<file path="config.mk">
export PLATFORM = sky130hd
export DESIGN_NAME = audio_power_manager
export DESIGN_NICKNAME = d
export VERILOG_FILES = /design/src/audio_power_manager_pkg.sv /design/src/audio_power_manager.sv
export VERILOG_INCLUDE_DIRS = /design/src
export SDC_FILE = /design/constraint.sdc
export NUM_CORES = 1
export LEC_CHECK = 0
export ABC_AREA = 1
export BUFFER_PORTS_ARGS = -buffer_cell sky130_fd_sc_hd__buf_2
export CORE_ASPECT_RATIO = 0.6
export CORE_MARGIN = 2
export CORE_UTILIZATION = 30
export DETAILED_ROUTE_END_ITERATION = 10
export PLACE_DENSITY = 0.57
export SLEW_MARGIN = 25
export SYNTH_ARGS = -nofsm -noshare
export SYNTH_HDL_FRONTEND = slang
export SYNTH_SLANG_ARGS = --single-unit
export TNS_END_PERCENT = 5
</file>
<file path="constraint.sdc">
create_clock -name clock -period 2.1 [get_ports clock]
set_clock_uncertainty 0.2 [all_clocks]
set_input_delay 0.21 -clock clock [delete_from_list [all_inputs] [get_ports clock]]
set_output_delay 0.21 -clock clock [all_outputs]
set_load 0.02 [all_outputs]
</file>
<file path="src/audio_power_manager_defines.svh">
`ifndef AUDIO_POWER_MANAGER_DEFINES_SVH
`define AUDIO_POWER_MANAGER_DEFINES_SVH

// host port addresses
`define APM_STATUS_PORT 12'h226
`define APM_CONTROL_PORT 12'h227
`define APM_AUDIO_BASE 12'h220
`define APM_MUSIC_BASE 12'h388
// indirect commands on the control port
`define APM_CMD_WRITE_OPD 8'hCF
`define APM_CMD_READ_OPD 8'hCE
// control port fields
`define APM_CTL_LEVEL_A 0
`define APM_CTL_LEVEL_B 1
`define APM_CTL_PD_REQUEST 2
`define APM_CTL_PARTIAL 3
// status port fields
`define APM_STS_HOLD 0
`define APM_STS_MIDI_MODE 2
`define APM_STS_POWERED 3
`define APM_STS_ACT_SERIAL 4
`define APM_STS_ACT_AUDIO 5
`define APM_STS_ACT_LOW 6
`define APM_STS_ACT_OTHER 7
// output power-down control fields
`define APM_OPD_RESET 8'h00
`define APM_OPD_USED_MASK 8'hF7
`define APM_OPD_INVERT_A 4
`define APM_OPD_TIMED_A 5
`define APM_OPD_INVERT_B 6
`define APM_OPD_TIMED_B 7
// timing
`define APM_CLOCK_HZ 100000000
`define APM_RESTORE_TICK_HZ 16
`define APM_TICK_CYCLES (`APM_CLOCK_HZ / `APM_RESTORE_TICK_HZ)

`endif

</file>
<file path="src/audio_power_manager_pkg.sv">
package audio_power_manager_pkg;

  // gray coded along active -> partial -> full
  typedef enum logic [1:0] {
    POWER_ACTIVE = 2'b00,
    POWER_PARTIAL = 2'b01,
    POWER_FULL = 2'b11
  } power_state_t;

  typedef enum logic [1:0] {
    INDIRECT_IDLE = 2'b00,
    INDIRECT_WRITE = 2'b01,
    INDIRECT_READ = 2'b11
  } indirect_state_t;

endpackage

</file>
<file path="src/audio_power_manager.sv">
`timescale 1ns/1ns
`include "audio_power_manager_defines.svh"

module audio_power_manager
  import audio_power_manager_pkg::*;
#(
  parameter int TICK_CYCLES = `APM_TICK_CYCLES,
  parameter logic [11:0] AUDIO_BASE = `APM_AUDIO_BASE,
  parameter logic [11:0] MUSIC_BASE = `APM_MUSIC_BASE
)
(
  input wire logic clock,
  input wire logic rst_n,
  input wire logic softReset,
  input wire logic [11:0] ioAddr,
  input wire logic ioRead,
  input wire logic ioWrite,
  input wire logic [7:0] writeData,
  input wire logic otherDeviceAccess,
  input wire logic serialActivity,
  input wire logic midiSerialMode,
  input wire logic useCrystal,
  output logic [7:0] readData,
  output logic powerDownIrq,
  output logic [1:0] powerState,
  output logic oscillatorEnable,
  output logic analogEnable,
  output logic audioEnable,
  output logic synthMute,
  output logic processorHold,
  output logic general_output_a,
  output logic general_output_b
);

  localparam int TICK_W = $clog2(TICK_CYCLES + 1);

  power_state_t state;
  indirect_state_t indirect;
  logic [7:0] control;
  logic [7:0] outputPowerDown;
  logic [3:0] activity;
  logic [TICK_W-1:0] tickCount;
  logic [2:0] restoreCount;
  logic restorePending;
  logic invertA;
  logic invertB;

  logic access;
  logic statusHit;
  logic controlHit;
  logic audioHit;
  logic audioLowHit;
  logic musicHit;
  logic anyChipHit;
  logic wake;
  logic restoreDone;
  logic tick;
  logic requestRise;
  logic [3:0] next_activity;
  logic [7:0] statusValue;

  assign access = ioRead | ioWrite;
  assign statusHit = ioAddr == `APM_STATUS_PORT;
  assign controlHit = ioAddr == `APM_CONTROL_PORT;
  assign audioHit = ioAddr[11:4] == AUDIO_BASE[11:4];
  assign audioLowHit = audioHit && (ioAddr[3:0] == 4'h4 || ioAddr[3:0] == 4'h5);
  assign musicHit = ioAddr[11:2] == MUSIC_BASE[11:2];
  assign anyChipHit = audioHit | musicHit | otherDeviceAccess;

  // serial traffic is deliberately not a wake source: data is lost
  always_comb
  begin
    wake = 1'b0;
    unique case (state)
      POWER_ACTIVE:
        wake = 1'b0;
      POWER_PARTIAL:
        wake = access && (musicHit || (audioHit && ioAddr[3:2] != 2'b01));
      POWER_FULL:
        // any chip port but status and control, and none while useCrystal is set
        wake = access && !useCrystal && anyChipHit && !statusHit && !controlHit;
    endcase
  end

  assign requestRise = ioWrite && controlHit && indirect != INDIRECT_WRITE
    && writeData[`APM_CTL_PD_REQUEST] && !control[`APM_CTL_PD_REQUEST]
    && writeData != `APM_CMD_WRITE_OPD && writeData != `APM_CMD_READ_OPD;

  always_ff @(posedge clock)
  begin
    if (!rst_n || softReset)
    begin
      powerDownIrq <= 1'b0;
    end
    else
    begin
      powerDownIrq <= requestRise;
    end
  end

  // power state; a held processor cannot service the request
  always_ff @(posedge clock)
  begin
    if (!rst_n || softReset)
    begin
      state <= POWER_ACTIVE;
    end
    else if (wake)
    begin
      state <= POWER_ACTIVE;
    end
    else if (requestRise && !processorHold && state == POWER_ACTIVE)
    begin
      state <= writeData[`APM_CTL_PARTIAL] ? POWER_PARTIAL : POWER_FULL;
    end
  end

  assign powerState = state;
  // oscillator only stops in full power-down
  assign oscillatorEnable = state != POWER_FULL;
  assign analogEnable = state != POWER_FULL;
  // audio and synthesis disabled when down
  assign audioEnable = state == POWER_ACTIVE;
  assign synthMute = state != POWER_ACTIVE;

  // indirect command tracking on the control port
  always_ff @(posedge clock)
  begin
    if (!rst_n || softReset)
    begin
      indirect <= INDIRECT_IDLE;
    end
    else if (controlHit && ioWrite)
    begin
      if (indirect == INDIRECT_WRITE)
      begin
        indirect <= INDIRECT_IDLE;
      end
      else if (writeData == `APM_CMD_WRITE_OPD)
      begin
        indirect <= INDIRECT_WRITE;
      end
      else if (writeData == `APM_CMD_READ_OPD)
      begin
        indirect <= INDIRECT_READ;
      end
      else
      begin
        indirect <= INDIRECT_IDLE;
      end
    end
    else if (controlHit && ioRead)
    begin
      indirect <= INDIRECT_IDLE;
    end
  end

  // control port levels; commands leave the bits alone
  always_ff @(posedge clock)
  begin
    if (!rst_n || softReset)
    begin
      control <= 8'h00;
    end
    else if (controlHit && ioWrite && indirect != INDIRECT_WRITE
      && writeData != `APM_CMD_WRITE_OPD && writeData != `APM_CMD_READ_OPD)
    begin
      control <= writeData;
    end
  end

  // soft reset does not touch it
  always_ff @(posedge clock)
  begin
    if (!rst_n)
    begin
      outputPowerDown <= `APM_OPD_RESET;
    end
    else if (controlHit && ioWrite && indirect == INDIRECT_WRITE)
    begin
      outputPowerDown <= writeData & `APM_OPD_USED_MASK;
    end
  end

  // processor hold: set by any reset, host clears it
  always_ff @(posedge clock)
  begin
    if (!rst_n || softReset)
    begin
      processorHold <= 1'b1;
    end
    else if (statusHit && ioWrite)
    begin
      processorHold <= writeData[`APM_STS_HOLD];
    end
  end

  // sticky activity flags, cleared by status read; set wins
  always_comb
  begin
    next_activity = activity;
    if (statusHit && ioRead)
    begin
      next_activity = 4'h0;
    end
    if (serialActivity)
    begin
      next_activity[0] = 1'b1;
    end
    if (access && ((audioHit && !audioLowHit && ioAddr[3:1] != 3'b011) || musicHit))
    begin
      next_activity[1] = 1'b1;
    end
    if (access && audioLowHit)
    begin
      next_activity[2] = 1'b1;
    end
    if (access && otherDeviceAccess)
    begin
      next_activity[3] = 1'b1;
    end
  end

  always_ff @(posedge clock)
  begin
    if (!rst_n || softReset)
    begin
      activity <= 4'h0;
    end
    else
    begin
      activity <= next_activity;
    end
  end

  always_comb
  begin
    statusValue = 8'h00;
    statusValue[`APM_STS_HOLD] = processorHold;
    statusValue[`APM_STS_MIDI_MODE] = midiSerialMode;
    statusValue[`APM_STS_POWERED] = state == POWER_ACTIVE;
    statusValue[`APM_STS_ACT_OTHER:`APM_STS_ACT_SERIAL] =
      {activity[3], activity[2], activity[1], activity[0]};
  end

  always_ff @(posedge clock)
  begin
    if (!rst_n)
    begin
      readData <= 8'h00;
    end
    else if (ioRead && statusHit)
    begin
      readData <= statusValue;
    end
    else if (ioRead && controlHit)
    begin
      readData <= indirect == INDIRECT_READ ? outputPowerDown : control;
    end
    else if (ioRead)
    begin
      readData <= 8'h00;
    end
  end

  // 16 Hz tick divider, restarted on wake so the first step is whole
  always_ff @(posedge clock)
  begin
    if (!rst_n || softReset || wake || tick)
    begin
      tickCount <= '0;
    end
    else
    begin
      tickCount <= tickCount + TICK_W'(1);
    end
  end

  assign tick = tickCount == TICK_W'(TICK_CYCLES - 1);
  assign restoreDone = restoreCount == outputPowerDown[2:0];

  // counts from zero until equal to delay select
  always_ff @(posedge clock)
  begin
    if (!rst_n || softReset)
    begin
      restorePending <= 1'b0;
      restoreCount <= 3'h0;
    end
    else if (wake)
    begin
      restorePending <= state == POWER_FULL;
      restoreCount <= 3'h0;
    end
    else if (restorePending && restoreDone)
    begin
      restorePending <= 1'b0;
    end
    else if (restorePending && tick)
    begin
      restoreCount <= restoreCount + 3'h1;
    end
  end

  // timed restore holds inversion until the delay runs out
  always_comb
  begin
    invertA = 1'b0;
    invertB = 1'b0;
    if (state == POWER_FULL)
    begin
      invertA = outputPowerDown[`APM_OPD_INVERT_A];
      invertB = outputPowerDown[`APM_OPD_INVERT_B];
    end
    else if (state == POWER_ACTIVE && restorePending)
    begin
      invertA = outputPowerDown[`APM_OPD_INVERT_A] && outputPowerDown[`APM_OPD_TIMED_A];
      invertB = outputPowerDown[`APM_OPD_INVERT_B] && outputPowerDown[`APM_OPD_TIMED_B];
    end
  end

  always_ff @(posedge clock)
  begin
    if (!rst_n)
    begin
      general_output_a <= 1'b0;
      general_output_b <= 1'b0;
    end
    else
    begin
      general_output_a <= control[`APM_CTL_LEVEL_A] ^ invertA;
      general_output_b <= control[`APM_CTL_LEVEL_B] ^ invertB;
    end
  end

endmodule

</file>
==> results of run 1 <==
==> state kept, by name, indices dropped and copies added, names as in the netlist <==
register	count
restorePending	1
general_output_b	1
control	8
outputPowerDown	7
readData	8
activity	4
indirect	2
general_output_a	1
powerState	2
restoreCount	3
powerDownIrq	1
tickCount	23
processorHold	1
==> per-layer routing <==
| layer | wire, um | share of wire, % |
|---|---|---|
| met2 | 3080 | 37 |
| met1 | 4480 | 53 |
| met4 | 107 | 1.3 |
| met5 | 0 | 0 |
| met3 | 724 | 8.6 |
==> timing repair <==
| item | in CTS | in global routing |
|---|---|---|
| hold buffers | 8 | 0 |
| endpoints found under the hold margin | 10 | 0 |
| endpoints found under the setup margin | 0 | 0 |
==> kinds of logic after synthesis <==
kind of cell / Yosys count
compound gates: 58
fa+ha+maj: 2
buf+inv: 80
xor+xnor: 22
flops: 62
simple gates: 217
==> cell type report <==
class / count / area (um^2)
repair buffers: 61 / 375
multi-input cells: 299 / 1500
clock inverters: 6 / 61.3
flip-flops and latches: 62 / 1240
clock buffers: 10 / 239
inverters: 71 / 267
well taps: 135 / 169
fillers: 1038 / 6030
==> stage by stage <==
step	utilization (%)	total power (uW)	hold WS, ns	instance area, um^2	instances
3_3_place_gp	35.1	1330	0.219	3470	620
5_1_grt	39.0	2890	0.0196	3850	644
2_1_floorplan	-	1270	0.127	3050	441
3_5_place_dp	35.1	1340	0.237	3470	620
4_1_cts	39.0	2830	0.00837	3850	644
6_report	39.0	2790	0.0212	3850	644
==> critical path, cell delays in order (launching register included) <==
cell and delay, ns:
sky130_fd_sc_hd__dfxtp_1 0.35, sky130_fd_sc_hd__nand2_1 0.31, sky130_fd_sc_hd__o21ai_0 0.58, sky130_fd_sc_hd__nand2_1 0.15
sky130_fd_sc_hd__nand3_1 0.11, sky130_fd_sc_hd__nand2_1 0.05, sky130_fd_sc_hd__inv_1 0.05
==> placed cells by master, fill, tap and decap left out, drive strengths merged, types with 2 or more instances in the layout <==
cell,instances
nor2,80
nand2,76
inv,68
dfxtp,62
buf,53
nand3,34
o21ai,27
a21oi,27
nand4,13
xor2,12
xnor2,10
clkbuf,10
nor3,10
dlygate4sd3,8
clkinv,7
or2,2
a211oi,2
ha,2
==> worst paths after layout <==
kind         slack [ns]  cells past startpoint            to         start
max                0.25                      6   readData[5]   indirect[0]
min                0.02                      3    control[6]  writeData[6]
max reg2reg        0.25                      6   readData[5]   indirect[0]
min reg2reg        0.24                      1  powerDownIrq    control[2]
==> synth_stat cells (all sizes together), types with 3 or more instances <==
library cell | count | area, um^2
dfxtp | 62 | 1240
clkbuf | 4 | 15.0
xor2 | 12 | 105
nor3 | 10 | 66.3
o21ai | 27 | 135
a21oi | 27 | 135
inv | 68 | 255
buf | 5 | 32.5
nand3 | 34 | 185
clkinv | 3 | 11.3
nand2 | 76 | 288
nand4 | 13 | 87.6
nor2 | 80 | 328
xnor2 | 10 | 87.6
==> where the power goes <==
group / leakage, uW / internal, uW / total, uW / switching, uW
Clock: 0.000148 / 945 / 1470 / 524
Sequential: 0.000500 / 1180 / 1190 / 4.12
Combinational: 0.000950 / 54.8 / 135 / 80.2
Total: 0.00160 / 2180 / 2790 / 609
==> reports/results.tsv, run 1 <==
metric	value	unit
outcome	finished clean	
ANT nets after route	0	
Setup WS post-layout	0.255	ns
leakage dissipation	0.00160	uW
flops & latches, synth	62	
Ant. Diodes	0	
CTS resizes	0	
initial cell density of the core	30.9	%
layout cells sized above 1	16.3	%
core area	9880	um^2
share of the cycle needed by the critical path after routing	87.9	%
number of nets in the layout	535	
fraction of synthesis flops using an asynchronous set or reset pin	0	%
compound-cell area share of the yosys netlist	9.80	%
via count of the first global-routing pass	2615	
site row count	28	
arrival time of data at the critical path endpoint	1.92	ns
initial antenna violation count	0	
net count of the mapped netlist	472	
busiest layer in global routing	met1	
number of buffers created by CTS	9	
area added between synthesis and finish	26.1	%
endpoint kind of the worst setup timing path	flop	
total negative slack	0	ns
syn avg cell area	6.92	um^2
GRT met2 Usage	20.4	%
adder-cell share of the synthesized area	0.820	%
peak supply drop	0.000363	V
critical path start-end classification	flop to flop	
post-synthesis instance area	3050	um^2
unrepaired setup endpoints after global routing	no	
maximum number of pins on one net before global-route repair	24	
routed wire length	8400	um
H-tree levels	3	
final number of hold-violating endpoints	0	
met1 Resource Use GR	24.4	%
# IOs	47	
count of warnings emitted by yosys	0	
Worst Setup Start Kind	flop	
xor-xnor portion of the synthesized cell area	6.31	%
total DRC errors in the routed layout	0	
post-synthesis sequential area ratio	40.7	%
clock tree from TritonCTS	built	
time the final worst path needs with I/O delays and setup	1.85	ns
combinational family with the most area after synthesis	simple AND/OR/NAND/NOR gates	
top achievable clock speed	542	MHz
worst slack, placed	0.265	ns
power per standard cell area	725	nW/um^2
number of input and output port buffers inserted	46	
Sinks on Clock Net	62	
weighted congestion reported at the end of routability-driven placement	0.892	
postcts setup bufs	0	
Die ar.	11000	um^2
EDFF count, synth	0	
estimated wirelength of the detail-placed design	6540	um
fraction of the mapped netlist area in simple logic gates	32.1	%
actual transition at the worst max-transition pin	0.547	ns
share of synthesized area spent on multiplexers	0	%
clock insertion delay at the later pin of the skew report	0.33	ns
path category of the worst min-delay check	input pin to flop	
iteration count of the initial detailed-routing pass	5	
overflow left after global routing	0	
Cell variety after synth	30	
width of the chip	134	um
Chip Height	82.1	um
average wire per standard cell	13.0	um
GR Util met3	5.01	%
Max clock buf depth	2	
number of DRC markers after the initial detailed-route iteration	222	
via count of the routed design	2970	
peak fanout along the critical path	15	
overall global routing resource usage	16.0	%
CTS Root Buffer Type	sky130_fd_sc_hd__clkbuf_16	
data required time at the worst endpoint	2.18	ns
global-route wire length before repair	13400	um
CTS clock-pin slew for the worst setup and hold paths	0.05	ns
cell count after synthesis	441	
vias per cell	4.61	
reported max-cap violation count	0	
headroom to the max-slew limit	63.1	%
dominant synthesized flop cell	sky130_fd_sc_hd__dfxtp_1	
total count of max-transition violations in the final report	0	
final setup vio count	0	
Note: power is estimated with default switching activity, not from simulation.
==> inputs of run 2 (changes only) <==
--- a/config.mk
+++ b/config.mk
@@ -6,7 +6,6 @@
 export SDC_FILE = /design/constraint.sdc
 export NUM_CORES = 1
 export LEC_CHECK = 0
-export ABC_AREA = 1
 export BUFFER_PORTS_ARGS = -buffer_cell sky130_fd_sc_hd__buf_2
 export CORE_ASPECT_RATIO = 0.6
 export CORE_MARGIN = 2
==> reports/results.tsv, run 2 <==
metric	value	unit	change
CTS clock-pin slew for the worst setup and hold paths	0.05	ns	about the same
critical path start-end classification	input pin to flop		was flop to flop
total count of max-transition violations in the final report	0		unchanged
dpl cells	520		was 620
Die ar.	10700	um^2	was 11000 um^2
number of DRC markers after the initial detailed-route iteration	198		was 222
endpoint kind of the worst setup timing path	flop		unchanged
CTS Root Buffer Type	sky130_fd_sc_hd__clkbuf_16		unchanged
post-synthesis sequential area ratio	42.1	%	was 40.7%
number of nets in the layout	443		was 535
final number of hold-violating endpoints	0		unchanged
top area cells in the synthesized netlist	sky130_fd_sc_hd__dfxtp_1, sky130_fd_sc_hd__nor2_1, sky130_fd_sc_hd__mux2i_1		was sky130_fd_sc_hd__dfxtp_1, sky130_fd_sc_hd__nand2_1, sky130_fd_sc_hd__nor2_1
flops & latches, synth	62		unchanged
Cell variety after synth	49		was 30
cell count after synthesis	339		was 441
cell area after layout	3880	um^2	was 3850 um^2
most used cells in the layout excluding fill and tap cells	sky130_fd_sc_hd__dfxtp_1, sky130_fd_sc_hd__nor2_1, sky130_fd_sc_hd__buf_2		was sky130_fd_sc_hd__nand2_1, sky130_fd_sc_hd__nor2_1, sky130_fd_sc_hd__inv_1
maximum number of pins on one net before global-route repair	19		was 24
buffering stage count on the worst path with inverters included	3		was 1
Critical Path Slowest Stage Cell	sky130_fd_sc_hd__dlygate4sd3_1		was sky130_fd_sc_hd__o21ai_0
unrepaired setup endpoints after global routing	yes		was no
width of the chip	132	um	was 134 um
number of input and output port buffers inserted	46		unchanged
register with the highest flop count	tickCount		unchanged
Max clock buf depth	2		unchanged
most used standard cell by instance count after synthesis	sky130_fd_sc_hd__dfxtp_1		
Sequential cell area	1240	um^2	about the same
share of the cycle needed by the critical path after routing	96.8	%	was 87.9%
Ant. Diodes	0		unchanged
net count of the mapped netlist	370		was 472
weighted congestion reported at the end of routability-driven placement	0.835		was 0.892
power per standard cell area	750	nW/um^2	was 725 nW/um^2
peak fanout along the critical path	10		was 15
fraction of synthesis flops using an asynchronous set or reset pin	0	%	unchanged
layout cells sized above 1	23.1	%	was 16.3%
reported max-cap violation count	0		unchanged
total negative slack	0	ns	unchanged
top cells by instance count after synthesis	sky130_fd_sc_hd__dfxtp_1, sky130_fd_sc_hd__nor2_1, sky130_fd_sc_hd__nand2_1		was sky130_fd_sc_hd__nand2_1, sky130_fd_sc_hd__nor2_1, sky130_fd_sc_hd__inv_1
ANT nets after route	0		unchanged
total DRC errors in the routed layout	0		unchanged
top achievable clock speed	492	MHz	was 542 MHz
number of buffers created by CTS	9		unchanged
Chip Height	80.8	um	was 82.1 um
estimated wirelength of the detail-placed design	5780	um	was 6540 um
area added between synthesis and finish	31.6	%	was 26.1%
final setup vio count	0		unchanged
site row count	27		was 28
syn avg cell area	8.70	um^2	was 6.92 um^2
cell type contributing the most total cell area after synthesis	sky130_fd_sc_hd__dfxtp_1		unchanged
dominant delay contributor by cell family on the critical path	buffers and inverters		was simple AND/OR/NAND/NOR gates
Power Total	2910	uW	was 2790 uW
post-synthesis instance area	2950	um^2	was 3050 um^2
Regs by FF count	tickCount x23, control x8, readData x8		unchanged
max reg flops	23		unchanged
# IOs	47		unchanged
clock tree from TritonCTS	built		unchanged
overall global routing resource usage	14.9	%	was 16.0%
data required time at the worst endpoint	2.10	ns	was 2.18 ns
initial cell density of the core	31.5	%	was 30.9%
Sinks on Clock Net	62		unchanged
overflow left after global routing	0		unchanged
share of Yosys cell area claimed by the top area cell type	42.1	%	was 40.7%
most common cell after layout, fill and taps aside	sky130_fd_sc_hd__dfxtp_1		
vias per cell	4.72		was 4.61
final core utilization	41.4	%	was 39.0%
multi-input gate area in the final layout	1590	um^2	was 1500 um^2
leakage dissipation	0.00151	uW	was 0.00160 uW
routed wire length	7630	um	was 8400 um
average wire per standard cell	14.0	um	was 13.0 um
placed cell area	3440	um^2	was 3470 um^2
clock insertion delay at the later pin of the skew report	0.33	ns	about the same
Layout Cells excl Fill	546		was 644
initial antenna violation count	0		unchanged
path category of the worst min-delay check	input pin to flop		unchanged
dominant synthesized flop cell	sky130_fd_sc_hd__dfxtp_1		unchanged
count of warnings emitted by yosys	0		unchanged
Worst Setup Start Kind	input pin		was flop
outcome	finished clean		unchanged
via count of the first global-routing pass	2297		was 2615
H-tree levels	3		unchanged
via count of the routed design	2575		was 2970
global-route wire length before repair	12100	um	was 13400 um
headroom to the max-slew limit	61.6	%	was 63.1%
actual transition at the worst max-transition pin	0.577	ns	was 0.547 ns
peak supply drop	0.000450	V	was 0.000363 V
critical path cell sequence	dlygate4sd3_1 -> buf_2 -> or4_4 -> and4_1 -> buf_12 -> mux2i_1 -> nor2_1		was nand2_1 -> o21ai_0 -> nand2_1 -> nand3_1 -> nand2_1 -> inv_1
EDFF count, synth	0		unchanged
arrival time of data at the critical path endpoint	2.03	ns	was 1.92 ns
iteration count of the initial detailed-routing pass	4		was 5
time the final worst path needs with I/O delays and setup	2.03	ns	was 1.85 ns
core area	9360	um^2	was 9880 um^2
number of inserted filler cells in the final layout	941		was 1038
stage delay of the slowest cell on the critical path	0.54	ns	was 0.58 ns
==> run 2: cell families (layout without fill, tap and decap cells) <==
logic type               after synthesis  after routing  share of synthesized area (%)
flip-flops                            62             62                           42.1
multiplexers                          17             17                           5.77
adder cells (fa/ha/maj)                2              2                          0.849
AO/OA/AOI/OAI                         42             42                           9.72
buffers and inverters                 27            104                           4.07
XOR/XNOR                              28             28                           8.32
AND/OR/NAND/NOR                      161            161                           29.2
==> run 2: tightest hold or removal path: stages <==
cell and delay (ns):
sky130_fd_sc_hd__buf_2 0.12, sky130_fd_sc_hd__o21ai_0 0.08, sky130_fd_sc_hd__a21oi_1 0.13
==> run 2: where the power goes <==
group	internal (uW)	leakage, uW	total [uW]	switching (uW)
clock	1090	0.000161	1600	512
sequential	1180	0.000501	1180	2.64
combinational	55.9	0.000850	123	66.7
==> run 2: worst paths after layout <==
kind	start	endpoint	slack, ns	cells past startpoint
worst min-delay path	ioWrite	activity[3]	0.04	3
worst max-delay path	writeData[4]	control[4]	0.07	7
worst max register to register	tickCount[0]	restoreCount[1]	0.12	6
worst min register to register	activity[2]	activity[2]	0.26	2
==> run 2: layout make-up <==
cell class | count | area share, %
Multi-Input combinational cell | 250 | 41.1
Sequential cell | 62 | 32.1
Timing Repair Buffer | 76 | 13.1
Clock buffer | 11 | 6.52
Tap cell | 130 | 4.19
Clock inverter | 4 | 1.81
Inverter | 13 | 1.26
==> run 2: what timing repair did <==
item                                    CTS  global route
hold buffers                             11             0
endpoints found under the setup margin    0            30
resized for setup                         0             4
buffers inserted                          0             0
endpoints found under the hold margin    17             0
==> run 2: routing by layer <==
metal / wire [um] / global-route usage, % / share of wire (%)
met1: 4260 / 23.1 / 56
met2: 2600 / 17.7 / 34
met3: 694 / 5.81 / 9.1
met4: 82 / 5.54 / 1.1
met5: 0 / 0 / 0
==> run 2: per-stage QoR <==
step	hold slack, ns	worst slack, ns
2_1_floorplan	0.127	-0.0110
3_3_place_gp	0.220	-0.134
3_5_place_dp	0.236	-0.164
4_1_cts	0.0333	0.0431
5_1_grt	0.0665	-0.0302
6_report	0.0402	0.0674
